### config.mk
export PLATFORM = sky130hd
export DESIGN_NAME = utcm_mapper
export DESIGN_NICKNAME = d
export VERILOG_FILES = /design/src/logic/utcm_pkg.sv /design/src/logic/utcm_line_decoder.sv /design/src/logic/utcm_mapper.sv
export SDC_FILE = /design/constraint.sdc
export NUM_CORES = 2
export LEC_CHECK = 0
export ABC_AREA = 1
export BUFFER_PORTS_ARGS = -buffer_cell sky130_fd_sc_hd__buf_2
export CELL_PAD_IN_SITES_DETAIL_PLACEMENT = 0
export CELL_PAD_IN_SITES_GLOBAL_PLACEMENT = 1
export CORE_MARGIN = 2
export CORE_UTILIZATION = 44
export DETAILED_ROUTE_END_ITERATION = 10
export HOLD_SLACK_MARGIN = 0.03
export PLACE_DENSITY_LB_ADDON = 0.1
export RECOVER_POWER = 100
export SLEW_MARGIN = 20
export SYNTH_ARGS = -nofsm -noshare
export SYNTH_HDL_FRONTEND = slang
export SYNTH_SLANG_ARGS = --single-unit
export TNS_END_PERCENT = 10
### constraint.sdc
create_clock -name clk_sys_i -period 32.8 [get_ports clk_sys_i]
set_input_delay 1.64 -clock clk_sys_i [delete_from_list [all_inputs] [get_ports clk_sys_i]]
set_output_delay 1.64 -clock clk_sys_i [all_outputs]
set_load 0.02 [all_outputs]
### src/logic/utcm_pkg.sv
// utcm_pkg: constants and types for the unstructured tdm cell mapper
// assumes a 200 MHz system clock and a slow bipolar line sampled by it
package utcm_pkg;
  localparam int SYS_CLK_MHZ       = 200;
  localparam int PAYLOAD_OCTETS    = 47;
  localparam int PAYLOAD_BITS      = PAYLOAD_OCTETS * 8;
  localparam int BIT_CNT_W         = 9;
  localparam int LOSS_RUN_DEFAULT  = 175;
  localparam int LOSS_RUN_W        = 16;
  localparam int MARK_RETURN_BITS  = 32;
  localparam int MARK_RETURN_MIN   = 4;
  localparam int PPM_DS1           = 130;
  localparam int PPM_E1            = 50;
  localparam int PPM_J2            = 30;
  localparam int SYNC_DIV_DS1      = 130;
  localparam int SYNC_DIV_E1       = 98;
  localparam int SYNC_DIV_J2       = 32;
  localparam int DIV_W             = 8;
  localparam int PRM_W             = 16;
  localparam logic [7:0] FLAG_OCTET = 8'h7E;

  typedef enum logic [1:0] {UTCM_DS1, UTCM_E1, UTCM_J2} utcm_line_e;
  typedef enum {UTCM_IDLE, UTCM_ZERO, UTCM_POS, UTCM_NEG} utcm_code_e;

  typedef struct packed {
    logic pos;
    logic neg;
  } utcm_rail_s;

  typedef struct packed {
    logic                        valid;
    logic [PAYLOAD_BITS-1:0]     data;
    logic                        all_ones;
  } utcm_cell_s;

  typedef struct packed {
    logic [PRM_W-1:0] flags;
    logic [PRM_W-1:0] messages;
    logic [PRM_W-1:0] loss_events;
  } utcm_stat_s;
endpackage

### src/logic/utcm_line_decoder.sv
// utcm_line_decoder: bipolar to binary decoding with b8zs, hdb3 or ami
// assumes rail samples arrive as one-cycle strobes from the sampler
`timescale 1ns/1ps
module utcm_line_decoder (
  input  wire logic                 clk_sys_i,
  input  wire logic                 reset_i,
  input  wire logic                 bit_stb_i,
  input  wire utcm_pkg::utcm_rail_s rail_i,
  input  wire utcm_pkg::utcm_line_e line_type_i,
  input  wire logic                 ami_sel_i,
  output logic                      bit_stb_o,
  output logic                      bit_o,
  output logic                      mark_o
);
  // four-bit delay so substitution patterns can be undone
  logic [3:0] hold_bits;
  logic [3:0] hold_vld;
  logic       last_pol;
  logic       mark_now;
  logic       pol_now;
  logic       viol;
  logic       hdb3_mode;
  logic       b8zs_mode;
  logic [3:0] next_bits;

  assign mark_now  = rail_i.pos ^ rail_i.neg;
  assign pol_now   = rail_i.pos;
  assign viol      = mark_now && (pol_now == last_pol);
  assign hdb3_mode = (line_type_i == utcm_pkg::UTCM_E1);
  assign b8zs_mode = !hdb3_mode && !ami_sel_i;
  // violations in b8zs sit at bits 4 and 7 of 000VB0VB; each one clears the held pattern
  assign next_bits = (viol && b8zs_mode) ? 4'h0 :
                     (viol && hdb3_mode) ? {hold_bits[3], 3'h0} : hold_bits;

  always_ff @(posedge clk_sys_i or posedge reset_i) begin
    if (reset_i) begin
      hold_bits <= 4'h0;
      hold_vld  <= 4'h0;
      last_pol  <= 1'b0;
      bit_stb_o <= 1'b0;
      bit_o     <= 1'b0;
      mark_o    <= 1'b0;
    end else begin
      bit_stb_o <= bit_stb_i && hold_vld[3];
      if (bit_stb_i) begin
        bit_o     <= next_bits[3];
        mark_o    <= mark_now;
        hold_bits <= {next_bits[2:0], mark_now && !(viol && !ami_sel_i)};
        hold_vld  <= {hold_vld[2:0], 1'b1};
        if (mark_now) begin
          last_pol <= pol_now;
        end
      end
    end
  end
endmodule

### src/logic/utcm_mapper.sv
// utcm_mapper: unstructured ds1/e1/j2 line to 47-octet cell payload mapper
// assumes cell consumer takes cell_o on its valid pulse; line pins are async
`timescale 1ns/1ps
module utcm_mapper #(
  parameter int LOSS_RUN = utcm_pkg::LOSS_RUN_DEFAULT
) (
  input  wire logic                 clk_sys_i,
  input  wire logic                 reset_i,
  input  wire logic                 line_clk_i,
  input  wire logic                 line_pos_i,
  input  wire logic                 line_neg_i,
  input  wire utcm_pkg::utcm_line_e line_type_i,
  input  wire logic                 ami_sel_i,
  input  wire logic                 sync_mode_i,
  input  wire logic                 pm_enable_i,
  output logic                      line_clk_o,
  output logic                      line_clk_oe_n_o,
  output utcm_pkg::utcm_cell_s      cell_o,
  output logic                      signal_loss_o,
  output logic                      pm_alarm_o,
  output utcm_pkg::utcm_stat_s      stats_o
);
  localparam logic [utcm_pkg::LOSS_RUN_W-1:0] LOSS_LIMIT =
    utcm_pkg::LOSS_RUN_W'(LOSS_RUN);
  localparam logic [utcm_pkg::BIT_CNT_W-1:0] LAST_BIT =
    utcm_pkg::BIT_CNT_W'(utcm_pkg::PAYLOAD_BITS - 1);

  // pin synchronisers
  logic [1:0] clk_sync;
  logic [1:0] pos_sync;
  logic [1:0] neg_sync;
  logic       clk_prev;
  logic       rise_seen;

  // synchronous line clock divider
  logic [utcm_pkg::DIV_W-1:0] div_cnt;
  logic [utcm_pkg::DIV_W-1:0] div_half;
  logic                       sync_clk;
  logic                       sync_edge;
  logic                       samp_stb;

  // decoded bit stream
  logic dec_stb;
  logic dec_bit;
  logic dec_mark;

  // loss detection
  logic [utcm_pkg::LOSS_RUN_W-1:0] zero_run;
  logic [5:0]                      win_cnt;
  logic [5:0]                      win_marks;
  logic                            win_end;

  // payload assembly
  logic [utcm_pkg::PAYLOAD_BITS-1:0] shift_reg;
  logic [utcm_pkg::BIT_CNT_W-1:0]    bit_cnt;
  logic                              loss_in_cell;
  logic                              pay_bit;
  logic                              cell_done;

  // performance monitor flag hunt
  logic [7:0] pm_window;
  logic [2:0] ones_run;
  logic       flag_hit;
  logic       pm_active;

  function automatic logic [utcm_pkg::DIV_W-1:0] half_period(
    input utcm_pkg::utcm_line_e kind
  );
    case (kind)
      utcm_pkg::UTCM_E1: half_period = utcm_pkg::DIV_W'(utcm_pkg::SYNC_DIV_E1 / 2);
      utcm_pkg::UTCM_J2: half_period = utcm_pkg::DIV_W'(utcm_pkg::SYNC_DIV_J2 / 2);
      default:           half_period = utcm_pkg::DIV_W'(utcm_pkg::SYNC_DIV_DS1 / 2);
    endcase
  endfunction

  function automatic logic [15:0] bump(input logic [15:0] v);
    bump = (v == 16'hFFFF) ? v : v + 16'h0001;
  endfunction

  always_ff @(posedge clk_sys_i or posedge reset_i) begin
    if (reset_i) begin
      clk_sync <= 2'h0;
      pos_sync <= 2'h0;
      neg_sync <= 2'h0;
      clk_prev <= 1'b0;
    end else begin
      clk_sync <= {clk_sync[0], line_clk_i};
      pos_sync <= {pos_sync[0], line_pos_i};
      neg_sync <= {neg_sync[0], line_neg_i};
      clk_prev <= clk_sync[1];
    end
  end

  assign rise_seen = clk_sync[1] && !clk_prev;
  assign div_half  = half_period(line_type_i);
  assign sync_edge = (div_cnt == div_half - 8'h01) && sync_clk;

  // local reference divider for synchronous timing
  always_ff @(posedge clk_sys_i or posedge reset_i) begin
    if (reset_i) begin
      div_cnt  <= 8'h00;
      sync_clk <= 1'b0;
    end else if (div_cnt == div_half - 8'h01) begin
      div_cnt  <= 8'h00;
      sync_clk <= !sync_clk;
    end else begin
      div_cnt <= div_cnt + 8'h01;
    end
  end

  // synchronous: drive clock out and sample on own edge; async: follow input
  assign line_clk_o      = sync_clk;
  assign line_clk_oe_n_o = !sync_mode_i;
  assign samp_stb        = sync_mode_i ? sync_edge : rise_seen;

  utcm_line_decoder u_dec (
    .clk_sys_i   (clk_sys_i),
    .reset_i     (reset_i),
    .bit_stb_i   (samp_stb),
    .rail_i      ({pos_sync[1], neg_sync[1]}),
    .line_type_i (line_type_i),
    .ami_sel_i   (ami_sel_i && (line_type_i == utcm_pkg::UTCM_DS1)),
    .bit_stb_o   (dec_stb),
    .bit_o       (dec_bit),
    .mark_o      (dec_mark)
  );

  assign win_end = dec_stb && (win_cnt == 6'(utcm_pkg::MARK_RETURN_BITS - 1));

  // loss of signal: zero run sets, mark density over a window clears
  always_ff @(posedge clk_sys_i or posedge reset_i) begin
    if (reset_i) begin
      zero_run      <= '0;
      win_cnt       <= 6'h00;
      win_marks     <= 6'h00;
      signal_loss_o <= 1'b0;
    end else if (dec_stb) begin
      zero_run  <= dec_mark ? '0 : (zero_run == LOSS_LIMIT ? zero_run : zero_run + 16'h0001);
      win_cnt   <= win_end ? 6'h00 : win_cnt + 6'h01;
      win_marks <= win_end ? 6'h00 : win_marks + {5'h00, dec_mark};
      if (!dec_mark && zero_run == LOSS_LIMIT - 16'h0001) begin
        signal_loss_o <= 1'b1;
      end else if (win_end && win_marks >= 6'(utcm_pkg::MARK_RETURN_MIN)) begin
        signal_loss_o <= 1'b0;
      end
    end
  end

  // line bits go into payload unaltered, alarms and link bits included, but are forced to ones while signal_loss_o is high
  assign pay_bit   = dec_bit || signal_loss_o;
  assign cell_done = dec_stb && (bit_cnt == LAST_BIT);

  // msb-first shift packs first bit into octet one bit 7
  always_ff @(posedge clk_sys_i or posedge reset_i) begin
    if (reset_i) begin
      shift_reg    <= '0;
      bit_cnt      <= '0;
      loss_in_cell <= 1'b0;
      cell_o       <= '0;
    end else begin
      cell_o.valid <= cell_done;
      if (dec_stb) begin
        shift_reg    <= {shift_reg[utcm_pkg::PAYLOAD_BITS-2:0], pay_bit};
        bit_cnt      <= cell_done ? '0 : bit_cnt + 9'h001;
        loss_in_cell <= cell_done ? 1'b0 : (loss_in_cell || signal_loss_o);
      end
      if (cell_done) begin
        cell_o.data     <= {shift_reg[utcm_pkg::PAYLOAD_BITS-2:0], pay_bit};
        cell_o.all_ones <= loss_in_cell || signal_loss_o;
      end
    end
  end

  // non-intrusive monitor: hunts link flags, counts flags and alarms; messages never count, as ones_run is 6 at every flag
  assign pm_active = pm_enable_i && (line_type_i == utcm_pkg::UTCM_DS1);
  assign flag_hit  = ({pm_window[6:0], dec_bit} == utcm_pkg::FLAG_OCTET);

  always_ff @(posedge clk_sys_i or posedge reset_i) begin
    if (reset_i) begin
      pm_window  <= 8'h00;
      ones_run   <= 3'h0;
      pm_alarm_o <= 1'b0;
      stats_o    <= '0;
    end else if (!pm_active) begin
      pm_alarm_o <= 1'b0;
    end else begin
      pm_alarm_o <= signal_loss_o;
      if (dec_stb) begin
        pm_window <= {pm_window[6:0], dec_bit};
        ones_run  <= dec_bit ? (ones_run == 3'h7 ? ones_run : ones_run + 3'h1) : 3'h0;
        if (flag_hit) begin
          stats_o.flags <= bump(stats_o.flags);
          if (ones_run == 3'h0) begin
            stats_o.messages <= bump(stats_o.messages);
          end
        end
      end
      if (signal_loss_o && !pm_alarm_o) begin
        stats_o.loss_events <= bump(stats_o.loss_events);
      end
    end
  end
endmodule

==> flow_metrics.py <==
metrics = {
    "synth": {
        "ys_types": 36,
        "synth.top_cell.area_share_pct": 64.2,
        "netlist_instances": 3634,
        "yosysSeqAreaShare_pct": 64.2,
        "ys_ff_latch": 879,
        "yosysMostFrequentCell": "nand2_1",
        "synth_flop_cell": "dfrtp_1",
        "synth_area_um2": 34200,
        "yosys-top-cells-area": "dfrtp_1 64%, nand2_1 11%, o21ai_0 6.1%",
        "yosysWarnings": 0,
        "yosys.area.top_type": "dfrtp_1",
        "synthArstFlopShare_pct": 100,
        "synth_edf_count": 0,
        "syn_avg_cell_area_um2": 9.42,
        "yosys-top-cells-count": "984 x nand2_1, 879 x dfrtp_1, 471 x inv_1",
        "syn-num-nets": 3661,
    },
    "critical_path": {
        "cpPeakStageDelay_ns": 5.96,
        "crit_cells": 4,
        "required_ns": 31.47,
        "worstSetupStartpoint": "reset_i",
        "r2r_slack_ns": 20.59,
        "crit_type": "in2async",
        "path_buf_inv": 4,
        "path_common_cell": "clkbuf_1",
        "crit_slowest_cell": "clkbuf_1",
        "path_cells": "buf_2 > clkinvlp_2 > clkbuf_1 > clkbuf_1",
        "start_kind": "input port",
        "endpoint_kind": "asynchronous set/reset pin",
        "r2r_cells": 4,
        "timing.rr.start": "u_dec.bit_stb_o$_DFF_PP0_",
        "crit_fanout": 159,
        "critPathArrivalTime_ns": 13.18,
        "crit_family": "buffers and inverters",
        "critPathCapture": "cell_o[332]$_DFFE_PP0P_",
        "reg2reg_to": "stats_o[26]$_DFFE_PP0P_",
    },
    "timing": {
        "fin_skew_ns": 0.0187,
        "clock.fmax_mhz": 68.9,
        "worstMarginPinSlew_ns": 9.59,
        "slew_headroom_pct": -540,
        "finalHoldViolations": 0,
        "finalCriticalPeriod_ns": 14.51,
        "setup_violations": 0,
        "finalCritPeriodShare_pct": 44.2,
        "drv_slew": 2479,
        "finalSetupTns_ns": 0,
        "rsz0062_at_grt": "false",
    },
    "pwr": {
        "p_clk_share_pct": 46.9,
        "power_density_nw_per_um2": 58.3,
        "p_leak_nw": 17.6,
        "power_mw": 2.31,
        "vdd_drop_max_mv": 0.0385,
        "power.switching_mw": 0.536,
        "switching_share_pct": 23.2,
        "p_comb_share_pct": 4.3,
        "power.share.sequential_pct": 48.9,
        "p_int_mw": 1.77,
    },
    "drt": {
        "wirelength_um": 76400,
        "dr_total_vias": 24066,
        "dr.first_iter.drc_count": 1666,
        "wl_per_cell_um": 14.9,
        "first_pass_iters": 5,
        "ant_nets": 0,
        "drc": 0,
        "viasPerCell": 4.69,
    },
    "flow_run": {
        "cap_violations": 24,
    },
    "global_route": {
        "met2_usage_pct": 29.6,
        "grt_overflow": 0,
        "antenna_found_initial": 3,
        "grtUsageMet3_pct": 5.48,
        "grt_pass1_wl_um": 126000,
        "grt-busiest-layer": "met2",
        "grt_pass1_vias": 23109,
        "grt_max_degree": 267,
        "use_met1_pct": 26.5,
        "grt_usage_pct": 19.1,
    },
    "clocking": {
        "h-tree-depth": 3,
        "clock-sinks": 879,
        "clockRootBuffer": "clkbuf_16",
        "post_cts_buffers": 0,
        "cts_buffer_depth": 3,
        "clk_latency_ns": 0.65,
        "cts_hold_buf": 0,
        "tritoncts": "done",
        "cts_resized": 0,
        "clk_pin_slew_ns": 0.06,
        "cts_made_buffers": 94,
    },
    "layout": {
        "largest_register_ffs": 378,
        "area_growth_pct": 15.7,
        "drive_gt1_share_pct": 4.09,
        "fin_nets": 4035,
    },
    "die": {
        "core_area_um2": 77200,
        "initial_core_util_pct": 44.4,
        "die_area_um2": 80100,
        "dieHeight_um": 283,
        "rows": 102,
        "io-pin-count": 440,
        "dieWidth_um": 283,
    },
    "min_path": {
        "worstHoldPathType": "reg2reg",
    },
    "place": {
        "port_buffers": 439,
        "gp_congestion": 0.783,
        "post-dp-hpwl_um": 49400,
    },
    "status": {
        "violations": "max-capacitance violations, max-slew violations",
        "outcome": "complete, but fails checks",
    },
}
## worst min-delay path by stage
stage                                     start  cells past startpoint               endpoint
after global placement    clk_sync[0]$_DFF_PP0_                      0  clk_sync[1]$_DFF_PP0_
after global routing      pos_sync[0]$_DFF_PP0_                      0  pos_sync[1]$_DFF_PP0_
after floorplan           clk_sync[0]$_DFF_PP0_                      0  clk_sync[1]$_DFF_PP0_
after detailed placement  clk_sync[0]$_DFF_PP0_                      0  clk_sync[1]$_DFF_PP0_
after CTS                 clk_sync[0]$_DFF_PP0_                      0  clk_sync[1]$_DFF_PP0_
final                     clk_sync[0]$_DFF_PP0_                      0  clk_sync[1]$_DFF_PP0_
## per-stage QoR
stage	setup slack, ns	instances	hold WS (ns)	util [%]	area, µm²
after floorplan	6.45	3634	0.331	-	34200
after global placement	27.68	4952	0.338	48.1	37100
after detailed placement	27.69	4952	0.337	48.1	37100
after CTS	28.38	5128	0.350	52.2	40300
after global routing	15.17	5129	0.358	51.3	39600
final	18.29	5131	0.347	51.3	39600
## cell type report
class                   count  area [µm²]
fillers                  7585       37600
flip-flops and latches    879       22000
multi-input cells        2098        9600
clock buffers             143        2790
inverters                 475        1780
repair buffers            460        1740
well taps                1040        1300
clock inverters            33         405
diodes                      3        7.51
## layer usage
layer	part of all wire, %	up-vias
met5	0	-
met4	2.2	0
met3	6.2	112
met2	46	362
met1	46	11367
li1	-	12225
## cell usage in the layout, fill, tap and decap left out, types with 18 or more instances in the layout
master,n
dfrtp_1,879
inv_1,473
o21ai_0,795
clkinv_2,18
nor3_1,26
xor2_1,41
nor2_1,79
nand2_1,987
clkbuf_8,23
nand3_1,75
clkbuf_16,95
clkbuf_1,477
nand4_1,23
## power groups by stage
| stage | Sequential [mW] | Clock, mW | Combinational, mW |
|---|---|---|---|
| floorplan | 1.14 | 0 | 0.0851 |
| global placement | 1.15 | 0 | 0.103 |
| detailed placement | 1.15 | 0 | 0.104 |
| CTS | 1.13 | 1.12 | 0.105 |
| global route | 1.13 | 1.16 | 0.118 |
| finish | 1.13 | 1.08 | 0.0983 |
## kinds of logic (layout without fill, tap and decap cells)
| family | after synthesis | count (layout) | share of synthesized area (%) |
|---|---|---|---|
| simple gates | 1201 | 1201 | 13.9 |
| flops | 879 | 879 | 64.2 |
| compound gates | 823 | 823 | 12.2 |
| buf+inv | 657 | 1111 | 7.59 |
| xor+xnor | 57 | 57 | 1.46 |
| fa+ha+maj | 17 | 17 | 0.621 |
| other cells | 0 | 3 | 0 |
No activity file was read; power rests on OpenSTA's default activity.
